**src/cafc_pkg.sv**
```systemverilog
// package: register map, field layout and reset values of the filter control block
package cafc_pkg;
  localparam int CAFC_NUM_FILTERS = 4;
  localparam int CAFC_FIRST_FILTER = 20;
  localparam int CAFC_ID_W = 11;
  localparam int CAFC_NUM_MASKS = 4;
  localparam logic [11:0] CAFC_CTRL_OFFSET = 12'h000;
  localparam logic [11:0] CAFC_MASK0_OFFSET = 12'h004;
  localparam logic [11:0] CAFC_FVAL0_OFFSET = 12'h014;
  localparam logic [11:0] CAFC_MATCH_OFFSET = 12'h024;
  localparam int CAFC_EN_POS = 7;
  localparam int CAFC_MSEL_HI = 6;
  localparam int CAFC_MSEL_LO = 5;
  localparam int CAFC_FSEL_HI = 4;
  localparam int CAFC_FSEL_LO = 0;
  localparam logic [31:0] CAFC_CTRL_RESET = 32'h0000_0000;
  localparam logic [10:0] CAFC_WORD_RESET = 11'h000;
endpackage : cafc_pkg

```
**src/cafc_filter_match.sv**
```systemverilog
// one acceptance filter compare stage
`timescale 1ns/1ps
module cafc_filter_match
  import cafc_pkg::*;
#(
  parameter int ID_W = CAFC_ID_W
) (
  input wire logic enable,
  input wire logic [ID_W-1:0] rx_id,
  input wire logic [ID_W-1:0] filter_value,
  input wire logic [ID_W-1:0] mask_value,
  output logic hit
);
  // only mask-marked bits are compared; disabled filter never hits
  always_comb begin
    hit = enable && (((rx_id ^ filter_value) & mask_value) == '0);
  end
endmodule : cafc_filter_match

```
**src/cafc_filter_ctrl.sv**
```systemverilog
// apb register block and acceptance routing for filters 20 to 23
//
// The implementer's own choices: the APB slave port and the register addresses.
`timescale 1ns/1ps
module cafc_filter_ctrl
  import cafc_pkg::*;
#(
  parameter int ID_W = CAFC_ID_W
) (
  input wire logic ref_clk,
  input wire logic rst_b,
  input wire logic psel,
  input wire logic penable,
  input wire logic pwrite,
  input wire logic [11:0] paddr,
  input wire logic [31:0] pwdata,
  input wire logic [3:0] pstrb,
  output logic [31:0] prdata,
  output logic pready,
  output logic pslverr,
  input wire logic rx_valid,
  input wire logic [ID_W-1:0] rx_id,
  output logic accept_valid,
  output logic [4:0] accept_fifo,
  output logic [1:0] accept_filter
);
  // ------------------------------------------------------------
  // register state
  // ------------------------------------------------------------
  logic [31:0] ctrl_q, ctrl_d;
  logic [ID_W-1:0] mask_q [CAFC_NUM_MASKS];
  logic [ID_W-1:0] mask_d [CAFC_NUM_MASKS];
  logic [ID_W-1:0] fval_q [CAFC_NUM_FILTERS];
  logic [ID_W-1:0] fval_d [CAFC_NUM_FILTERS];
  logic [31:0] prdata_q, prdata_d;
  logic pready_q, pready_d;
  logic pslverr_q, pslverr_d;
  logic acc_v_q, acc_v_d;
  logic [4:0] acc_f_q, acc_f_d;
  logic [1:0] acc_n_q, acc_n_d;
  logic [CAFC_NUM_FILTERS-1:0] hit;
  logic setup, access, wr, hit_addr;

  assign setup = psel && !penable;
  // writes commit only at the access edge, where the master sees pready high
  assign access = psel && penable && pready_q;
  assign wr = access && pwrite;

  // ------------------------------------------------------------
  // per-filter compare
  // ------------------------------------------------------------
  for (genvar g = 0; g < CAFC_NUM_FILTERS; g++) begin : g_flt
    cafc_filter_match #(.ID_W(ID_W)) u_match (
      .enable(ctrl_q[8*g+CAFC_EN_POS]),
      .rx_id(rx_id),
      .filter_value(fval_q[g]),
      .mask_value(mask_q[ctrl_q[8*g+CAFC_MSEL_LO +: 2]]),
      .hit(hit[g])
    );
  end

  // ------------------------------------------------------------
  // bus and register next state
  // ------------------------------------------------------------
  // answer in access phase one cycle after setup; pready always high there
  always_comb begin
    ctrl_d = ctrl_q;
    mask_d = mask_q;
    fval_d = fval_q;
    prdata_d = prdata_q;
    pslverr_d = 1'b0;
    pready_d = setup;
    hit_addr = 1'b0;
    if (paddr == CAFC_CTRL_OFFSET || paddr == CAFC_MATCH_OFFSET) begin
      hit_addr = 1'b1;
    end
    for (int i = 0; i < CAFC_NUM_MASKS; i++) begin
      if (paddr == CAFC_MASK0_OFFSET + 12'(4*i)) begin
        hit_addr = 1'b1;
      end
    end
    for (int i = 0; i < CAFC_NUM_FILTERS; i++) begin
      if (paddr == CAFC_FVAL0_OFFSET + 12'(4*i)) begin
        hit_addr = 1'b1;
      end
    end
    if (setup) begin
      pslverr_d = !hit_addr;
      prdata_d = 32'h0000_0000;
    end
    if (wr && paddr == CAFC_CTRL_OFFSET) begin
      for (int i = 0; i < CAFC_NUM_FILTERS; i++) begin
        // bits below enable locked while enabled; clearing enable is the only legal write
        if (pstrb[i]) begin
          if (!ctrl_q[8*i+CAFC_EN_POS]) begin
            ctrl_d[8*i +: 8] = pwdata[8*i +: 8];
          end else begin
            ctrl_d[8*i+CAFC_EN_POS] = pwdata[8*i+CAFC_EN_POS];
          end
        end
      end
    end
    for (int i = 0; i < CAFC_NUM_MASKS; i++) begin
      if (wr && paddr == CAFC_MASK0_OFFSET + 12'(4*i)) begin
        mask_d[i] = pwdata[ID_W-1:0];
      end
    end
    for (int i = 0; i < CAFC_NUM_FILTERS; i++) begin
      // stored value belongs to filter config, locked likewise
      if (wr && paddr == CAFC_FVAL0_OFFSET + 12'(4*i) && !ctrl_q[8*i+CAFC_EN_POS]) begin
        fval_d[i] = pwdata[ID_W-1:0];
      end
    end
    if (setup && !pwrite) begin
      if (paddr == CAFC_CTRL_OFFSET) begin
        prdata_d = ctrl_q;
      end
      if (paddr == CAFC_MATCH_OFFSET) begin
        prdata_d = {22'h0, acc_v_q, acc_n_q, acc_f_q, 2'h0};
      end
      for (int i = 0; i < CAFC_NUM_MASKS; i++) begin
        if (paddr == CAFC_MASK0_OFFSET + 12'(4*i)) begin
          prdata_d = 32'(mask_q[i]);
        end
      end
      for (int i = 0; i < CAFC_NUM_FILTERS; i++) begin
        if (paddr == CAFC_FVAL0_OFFSET + 12'(4*i)) begin
          prdata_d = 32'(fval_q[i]);
        end
      end
    end
  end

  // ------------------------------------------------------------
  // acceptance routing, lowest filter number wins
  // ------------------------------------------------------------
  always_comb begin
    acc_v_d = 1'b0;
    acc_f_d = acc_f_q;
    acc_n_d = acc_n_q;
    if (rx_valid) begin
      for (int i = CAFC_NUM_FILTERS - 1; i >= 0; i--) begin
        if (hit[i]) begin
          acc_v_d = 1'b1;
          acc_f_d = ctrl_q[8*i+CAFC_FSEL_LO +: 5];
          acc_n_d = 2'(i);
        end
      end
    end
  end

  always_ff @(posedge ref_clk or negedge rst_b) begin
    if (!rst_b) begin
      ctrl_q <= CAFC_CTRL_RESET;
      for (int i = 0; i < CAFC_NUM_MASKS; i++) begin
        mask_q[i] <= CAFC_WORD_RESET;
      end
      for (int i = 0; i < CAFC_NUM_FILTERS; i++) begin
        fval_q[i] <= CAFC_WORD_RESET;
      end
      prdata_q <= 32'h0000_0000;
      pready_q <= 1'b0;
      pslverr_q <= 1'b0;
      acc_v_q <= 1'b0;
      acc_f_q <= 5'h00;
      acc_n_q <= 2'h0;
    end else begin
      ctrl_q <= ctrl_d;
      mask_q <= mask_d;
      fval_q <= fval_d;
      prdata_q <= prdata_d;
      pready_q <= pready_d;
      pslverr_q <= pslverr_d;
      acc_v_q <= acc_v_d;
      acc_f_q <= acc_f_d;
      acc_n_q <= acc_n_d;
    end
  end

  assign prdata = prdata_q;
  assign pready = pready_q;
  assign pslverr = pslverr_q;
  assign accept_valid = acc_v_q;
  assign accept_fifo = acc_f_q;
  assign accept_filter = acc_n_q;

  // ------------------------------------------------------------
  // checks
  // ------------------------------------------------------------
  property p_reset_zero;
    @(posedge ref_clk) $rose(rst_b) |-> ctrl_q == CAFC_CTRL_RESET;
  endproperty
  a_reset_zero: assert property (p_reset_zero) else $error("ctrl not zero after reset");

  property p_lock;
    @(posedge ref_clk) disable iff (!rst_b)
      ctrl_q[31] |=> ctrl_q[30:24] == $past(ctrl_q[30:24]);
  endproperty
  a_lock: assert property (p_lock) else $error("locked filter 23 fields changed");

  property p_lock_low;
    @(posedge ref_clk) disable iff (!rst_b)
      ctrl_q[7] |=> ctrl_q[6:0] == $past(ctrl_q[6:0]);
  endproperty
  a_lock_low: assert property (p_lock_low) else $error("locked filter 20 fields changed");

  property p_write_byte;
    @(posedge ref_clk) disable iff (!rst_b)
      wr && paddr == CAFC_CTRL_OFFSET && pstrb[0] && !ctrl_q[7]
      |=> ctrl_q[7:0] == $past(pwdata[7:0]);
  endproperty
  a_write_byte: assert property (p_write_byte) else $error("open filter byte not written");

  property p_dest;
    @(posedge ref_clk) disable iff (!rst_b)
      rx_valid && hit[0] |=> accept_valid && accept_fifo == $past(ctrl_q[4:0]);
  endproperty
  a_dest: assert property (p_dest) else $error("wrong destination fifo");

  property p_disabled;
    @(posedge ref_clk) disable iff (!rst_b)
      rx_valid && !ctrl_q[31] && !ctrl_q[23] && !ctrl_q[15] && !ctrl_q[7] |=> !accept_valid;
  endproperty
  a_disabled: assert property (p_disabled) else $error("accept with all filters off");

  property p_mask;
    @(posedge ref_clk) disable iff (!rst_b)
      rx_valid && ctrl_q[7] && ((rx_id ^ fval_q[0]) & mask_q[ctrl_q[6:5]]) == '0
      |=> accept_valid && accept_filter == 2'h0;
  endproperty
  a_mask: assert property (p_mask) else $error("masked compare missed");

  property p_answer;
    @(posedge ref_clk) disable iff (!rst_b) setup |=> pready ##1 !pready;
  endproperty
  a_answer: assert property (p_answer) else $error("apb answer timing");

  property p_lock_mid;
    @(posedge ref_clk) disable iff (!rst_b)
      ctrl_q[23] |=> ctrl_q[22:16] == $past(ctrl_q[22:16]);
  endproperty
  a_lock_mid: assert property (p_lock_mid) else $error("locked filter 22 fields changed");

  property p_lock_21;
    @(posedge ref_clk) disable iff (!rst_b)
      ctrl_q[15] |=> ctrl_q[14:8] == $past(ctrl_q[14:8]);
  endproperty
  a_lock_21: assert property (p_lock_21) else $error("locked filter 21 fields changed");

  property p_fval_lock;
    @(posedge ref_clk) disable iff (!rst_b)
      ctrl_q[31] |=> fval_q[3] == $past(fval_q[3]);
  endproperty
  a_fval_lock: assert property (p_fval_lock) else $error("locked filter 23 value changed");

  property p_write_top;
    @(posedge ref_clk) disable iff (!rst_b)
      wr && paddr == CAFC_CTRL_OFFSET && pstrb[3] && !ctrl_q[31]
      |=> ctrl_q[31:24] == $past(pwdata[31:24]);
  endproperty
  a_write_top: assert property (p_write_top) else $error("open filter 23 byte lost");

  property p_en_clear;
    @(posedge ref_clk) disable iff (!rst_b)
      wr && paddr == CAFC_CTRL_OFFSET && pstrb[3] && ctrl_q[31]
      |=> ctrl_q[31] == $past(pwdata[31]);
  endproperty
  a_en_clear: assert property (p_en_clear) else $error("enable not writable");

  property p_dest_hi;
    @(posedge ref_clk) disable iff (!rst_b)
      rx_valid && hit == 4'h8
      |=> accept_valid && accept_filter == 2'h3 && accept_fifo == $past(ctrl_q[28:24]);
  endproperty
  a_dest_hi: assert property (p_dest_hi) else $error("wrong filter 23 route");

  property p_no_hit;
    @(posedge ref_clk) disable iff (!rst_b)
      rx_valid && hit == 4'h0 |=> !accept_valid;
  endproperty
  a_no_hit: assert property (p_no_hit) else $error("accept without a hit");

  property p_mask_two;
    @(posedge ref_clk) disable iff (!rst_b)
      rx_valid && ctrl_q[23] && ctrl_q[22:21] == 2'h2 && hit[1:0] == 2'h0
      && ((rx_id ^ fval_q[2]) & mask_q[2]) == '0
      |=> accept_valid && accept_filter == 2'h2;
  endproperty
  a_mask_two: assert property (p_mask_two) else $error("mask 2 compare missed");

  property p_mask_three;
    @(posedge ref_clk) disable iff (!rst_b)
      rx_valid && ctrl_q[31] && ctrl_q[30:29] == 2'h3 && hit[2:0] == 3'h0
      && ((rx_id ^ fval_q[3]) & mask_q[3]) == '0
      |=> accept_valid && accept_filter == 2'h3;
  endproperty
  a_mask_three: assert property (p_mask_three) else $error("mask 3 compare missed");

  property p_slverr;
    @(posedge ref_clk) disable iff (!rst_b)
      setup && !hit_addr |=> pslverr && pready;
  endproperty
  a_slverr: assert property (p_slverr) else $error("unmapped access not flagged");

  property p_idle;
    @(posedge ref_clk) disable iff (!rst_b)
      !rx_valid |=> !accept_valid;
  endproperty
  a_idle: assert property (p_idle) else $error("accept without a frame");
endmodule : cafc_filter_ctrl

```
**config.mk**
```make
export PLATFORM = sky130hd
export DESIGN_NAME = cafc_filter_ctrl
export DESIGN_NICKNAME = d
export VERILOG_FILES = /design/src/cafc_pkg.sv /design/src/cafc_filter_match.sv /design/src/cafc_filter_ctrl.sv
export SDC_FILE = /design/constraint.sdc
export NUM_CORES = 1
export LEC_CHECK = 0
export ABC_AREA = 0
export BUFFER_PORTS_ARGS = -buffer_cell sky130_fd_sc_hd__buf_2
export CAP_MARGIN = 25
export CORE_MARGIN = 4
export CORE_UTILIZATION = 50
export CTS_BUF_LIST = sky130_fd_sc_hd__clkbuf_4
export DETAILED_ROUTE_END_ITERATION = 10
export PLACE_DENSITY = 0.76
export SYNTH_ARGS = -nofsm -noshare
export SYNTH_HDL_FRONTEND = slang
export SYNTH_SLANG_ARGS = --single-unit
```
**constraint.sdc**
```tcl
create_clock -name ref_clk -period 5.4 [get_ports ref_clk]
set_input_delay 0.27 -clock ref_clk [delete_from_list [all_inputs] [get_ports ref_clk]]
set_output_delay 0.27 -clock ref_clk [all_outputs]
set_load 0.01 [all_outputs]
```
Yosys cells after proc, flatten, opt, wreduce, memory -nomap -nowiden
Index checks and enable logic that the tools add are counted.
{ "word_totals": {"regBits": 162, "wordCells": 143} }
{ "op_classes": {"n_bitwise": 16, "mux": 47, "n_reduce_logical": 45, "magnitude_cmp": 4, "n_eq_ne": 9} }
{ "op_table": {"columns": ["cell", "count"], "rows": [
  ["$mux W32", 12],
  ["$bmux W11 S2", 4],
  ["$mux W11", 8],
  ["$eq A12 B5 Y1 const B", 4],
  ["$and A11 B11 Y11", 4],
  ["$logic_not A11 Y1", 4],
  ["$xor A11 B11 Y11", 4],
  ["$eq A12 B4 Y1 const B", 2],
  ["$eq A12 B6 Y1 const B", 2],
  ["$logic_and A1 B1 Y1", 22],
  ["$mux W5", 4],
  ["$mux W1", 15],
  ["$eq A12 B3 Y1 const B", 1],
  ["$ge A3 B3 Y1 const B", 4],
  ["$logic_not A12 Y1", 1],
  ["$not A2 Y3", 4],
  ["$reduce_and A3 Y1", 4],
  ["$reduce_and A2 Y1", 5],
  ["$mux W2", 4],
  ["$logic_not A1 Y1", 7],
  ["$not A1 Y1", 4],
  ["$reduce_bool A4 Y1", 1],
  ["$logic_or A1 B1 Y1", 1]
]} }

Depth between registers and ports, before layout
{ "logic_depth": {"ltp_word": 14, "mapped_depth": 9, "ltp_nobuf": 7} }

By module
From an unflattened synthesis, not the netlist that was laid out.
{ "unflattened": {"hier_cells": 795, "hier_area_um2": 9460.3} }
{ "modules_own_cells": {"columns": ["mod", "area_each_um2", "seq_area_each_um2", "cells_each", "n_inst"], "rows": [
  ["cafc_filter_ctrl", 8819.7, 4053.9, 711, 1],
  ["cafc_filter_match", 160.2, 0.0, 21, 4]
]} }

Worst setup path after synthesis
No wires, ideal clock.
{ "synth_path": {"path_kind": "reg-to-reg", "start": "reg ctrl_q[21]", "end": "reg acc_f_q[3], in the netlist accept_fifo[3]", "path_buffers": 1, "path_stages_with_launch": 9, "required_time_ns": 5.273, "period_less_slack_ns": 2.599, "t_arrival_ns": 2.471, "setup_slack_ns": 2.801, "cell_sequence": "dfrtp_1 > buf_2 > mux4_2 > a22oi_1 > nand2_1 > nor3_4 > mux2i_1 > o221ai_1 > mux2_1"} }
{ "synth_between": {"elab_chain_cells": 10, "word_cells_on_any_way": 12, "cone_classes": "6 x mux; 2 x bitwise; 4 x reduce/logical"} }
{ "synth_rtl": {"columns": ["item", "line", "rtl"], "rows": [
  ["start: declaration", "cafc_filter_ctrl.sv:30", "logic [31:0] ctrl_q, ctrl_d;"],
  ["start signal: assignment", "cafc_filter_ctrl.sv:168", "ctrl_q <= ctrl_d;"],
  ["$not A2 Y3 (implied by the code) *", "cafc_filter_ctrl.sv:57", ".mask_value(mask_q[ctrl_q[8*g+CAFC_MSEL_LO +: 2]]),"],
  ["$bmux W11 S2 *", "cafc_filter_ctrl.sv:57", null],
  ["$mux W11 (implied by the code) * (2 in a row)", "cafc_filter_ctrl.sv:57", null],
  ["$and A11 B11 Y11 *", "cafc_filter_match.sv:16", "hit = enable && (((rx_id ^ filter_value) & mask_value) == '0);"],
  ["$logic_not A11 Y1 *", "cafc_filter_match.sv:16", null],
  ["$logic_and A1 B1 Y1 *", "cafc_filter_match.sv:16", null],
  ["$mux W5 (3 in a row)", "cafc_filter_ctrl.sv:143", "if (hit[i]) begin"],
  ["end signal: assignment", "cafc_filter_ctrl.sv:165", "acc_f_q <= 5'h00;"],
  ["end signal: assignment", "cafc_filter_ctrl.sv:175", "acc_f_q <= acc_f_d;"],
  ["end: declaration", "cafc_filter_ctrl.sv:39", "logic [4:0] acc_f_q, acc_f_d;"]
]} }
Every way passes the cells marked *; elsewhere a longest branch is shown, timed or not. The select of a mux whose other input is x is not followed.
A chain may end at the register's enable or synchronous reset.

Worst setup path after layout
{ "layout_path": {"start": "reg ctrl_q[21]", "end": "reg acc_f_q[1], in the netlist accept_fifo[1]"} }
Same word-level chain as after synthesis.

==> qor.yml <==
outcome: "complete, no violations"
drive_gt1_frac: 0.3693
utilization: 0.5842
drt_iter0_markers: 952
synth_seq_area_share: 0.4383
async_reset_ff_frac: 1.000
ys_ff_latch: 162
seq_power_share: 0.566
worst_slack_ns: 1.944
dr_wl_met2_um: 14300
h-tree-depth: 4
overflow: 0
synth_fa_ha_area_frac: 0
leakagePower_nw: 4.940
dieArea_mm2: 0.02074
arrival_ns: 3.95
path_max_fanout: 13
synth_top_family_by_area: "multiplexers"
cp-start-kind: "flop"
synth_xor_area_frac: 0.04167
tritoncts: "done"
cp-startpoint: "ctrl_q[21]$_DFFE_PN0P_"
synth_area_mm2: 0.009249
yosysTopAreaCell: "dfrtp_1"
period_share: 0.6401
setup_viol: 0
combPwrFrac: 0.079
dp_hpwl_um: 23020
period_minus_slack_ns: 3.456
rows: 49
p_int_mw: 1.519
numCtsBuffers: 17
power.share.switching: 0.2928
drv_slew: 0
r2r_slack_ns: 1.94
hold_end: "ctrl_q[15]$_DFFE_PN0P_"
clkPwrFrac: 0.355
maxCapViolations: 0
relSlewSlack: 0.2910
die_w_um: 144.0
synth_flop_cell: "dfrtp_1"
hold_depth: 3
pre_cts_ws_ns: 1.891
wl_met1_um: 13070
top_layer_used: "met4"
synth_cell_types: 57
wl_met3_um: 3728
grt_max_degree: 72
required_ns: 5.90
rr_worst_depth: 7
start_util: 0.5114
max_freq_ghz: 0.2893
syn_inst: 771
setup-tns-final_ns: 0
path_class: "reg -> reg"
antenna_found_initial: 1
tightest_slew_ns: 1.058
nNetsFinal: 959
vias: 7821
avgSynthCellArea_um2: 12.00
synth-edff-count: 0
min_path_type: "in -> reg"
io_buffers: 106
skew_ns: 0.01863
core_region_area_mm2: 0.01809
area_growth_pct: 14.25
grt_pass1_wl_um: 48690
irDropWorstVdd_mv: 0.1522
final_cell_mix: "dfrtp_1 (162), mux2_2 (121), buf_2 (105)"
fill_cells: 1510
synth_top_area_share: 0.4383
pin_count: 107
wl_per_cell_um: 28.69
die_h_um: 144.0
switchingPower_mw: 0.6288
drc: 0
drt_pass1_iterations: 6
multi_input_area_mm2: 0.004964
worst_r2r_endpoint: "accept_fifo[1]$_DFFE_PN0P_"
ff_latch_area_mm2: 0.004054
routed_wirelength_um: 32620
final_common_cell: "dfrtp_1"
rsz0062_at_grt: "false"
crit_path_end_kind: "flop"
hold_viol: 0
clk_pin_slew_ns: 0.16
synth_fp_nets: 836
yosys.area_share.simple: 0.08144
cts_root_buf: "clkbuf_4"
yosysWarnings: 0
vias_per_cell: 6.879
synth.area.top_cells: "dfrtp_1 (44%), mux2_2 (15%), mux4_2 (11%)"
clkSinkCount: 162
p_per_area_mw_per_mm2: 203.3
insertion_delay_ns: 0.59
grt_usage: 0.3196
r2r-start: "ctrl_q[21]$_DFFE_PN0P_"
grt_pass1_vias: 7674
drtAntennaViolNets: 0
cts_buffer_depth: 2
place_congestion: 1.006
synth-compound-area-share: 0.1391
synthMuxAreaShare: 0.2721
worstHoldStart: "pstrb[1]"
## critical path, stage by stage, from the launching register on
cell and delay, ns:
dfrtp_1 0.96, mux4_2 0.60, a22oi_1 0.27, nand2_1 0.13, nor3_4 0.54, mux2i_1 0.42
o221ai_1 0.15, mux2_2 0.28
## worst max-delay path by stage
stage                                       to  slack (ns)  cells past startpoint
finish              accept_fifo[1]$_DFFE_PN0P_        1.94                      7
global route        accept_fifo[3]$_DFFE_PN0P_        1.79                      7
CTS                 accept_fifo[0]$_DFFE_PN0P_        1.92                      7
detailed placement      fval_q[16]$_DFFE_PN0P_        1.89                      7
global placement        fval_q[29]$_DFFE_PN0P_        1.88                      7
floorplan           accept_fifo[3]$_DFFE_PN0P_        2.80                      8
## synth_stat cells, drive strengths merged (2+ instances only)
library cell and n:
dfrtp 162, mux2 123, nand2 49, mux4 44, xor2 44, o21ai 39, a21oi 32, nor2 31
a22oi 28, a22o 27, clkbuf 25, buf 18, nand3 17, mux2i 14, inv 13, nor3 13
o211ai 8, o221ai 8, nand2b 7, nor4 7, a221o 6, a21boi 5, a221oi 5, and2 5
o22ai 5, nand4 4, a211oi 3, a21o 3, o21bai 3, a31oi 2, and4 2, o2bb2ai 2
o31ai 2, or2 2, or4 2
## final cells by class
class	count	area share
Multi-Input combinational cell	552	0.4697
Sequential cell	162	0.3837
Timing Repair Buffer	147	0.08632
Tap cell	229	0.02712
Clock inverter	15	0.01587
Clock buffer	17	0.01208
Inverter	14	0.004973
Antenna cell	1	0.0002368
## cells by family (layout without fill, tap and decap cells)
group,count (synthesis),in the layout
DFF,162,162
other,0,1
xor gates and xnor gates,44,44
and+or+nand+nor,143,143
buffers and inverters,57,193
muxes,181,181
AOI/OAI and AO/OA,184,184
## what timing repair did
action | in CTS | in global routing
hold buffers | 27 | 0
setup buffers | 0 | 0
hold endpoints to repair | 56 | 0
resized for setup | 0 | 0
## per-stage QoR
step | total power, mW | std cells | hold WS [ns] | area [um^2]
after floorplan | 1.292 | 771 | -0.02559 | 9249
after global placement | 1.387 | 1077 | 0.1715 | 9998
after detailed placement | 1.388 | 1077 | 0.1734 | 9998
after CTS | 2.151 | 1136 | 0.002946 | 10560
after global routing | 2.222 | 1137 | 0.01181 | 10570
final | 2.148 | 1137 | 0.03051 | 10570
## routing by layer
layer  vias to the layer above  GRT usage
met2                       598     0.4711
met4                         0     0.1373
li1                       3201          -
met5                         -          0
met3                       112    0.07275
met1                      3910     0.4570
## flip-flops by register name (all words and copies together) (netlist names)
name	flops
mask_q	44
prdata	32
accept_valid	1
fval_q	44
pslverr	1
accept_fifo	5
ctrl_q	32
pready	1
accept_filter	2
## power groups by stage
stage	clock network, mW	logic (mW)	registers, mW
4_1_cts	0.770	0.165	1.22
6_report	0.763	0.170	1.22
5_1_grt	0.824	0.182	1.22
2_1_floorplan	0	0.0531	1.24
3_3_place_gp	0	0.149	1.24
3_5_place_dp	0	0.150	1.24
(Power assumes the default switching activity.)
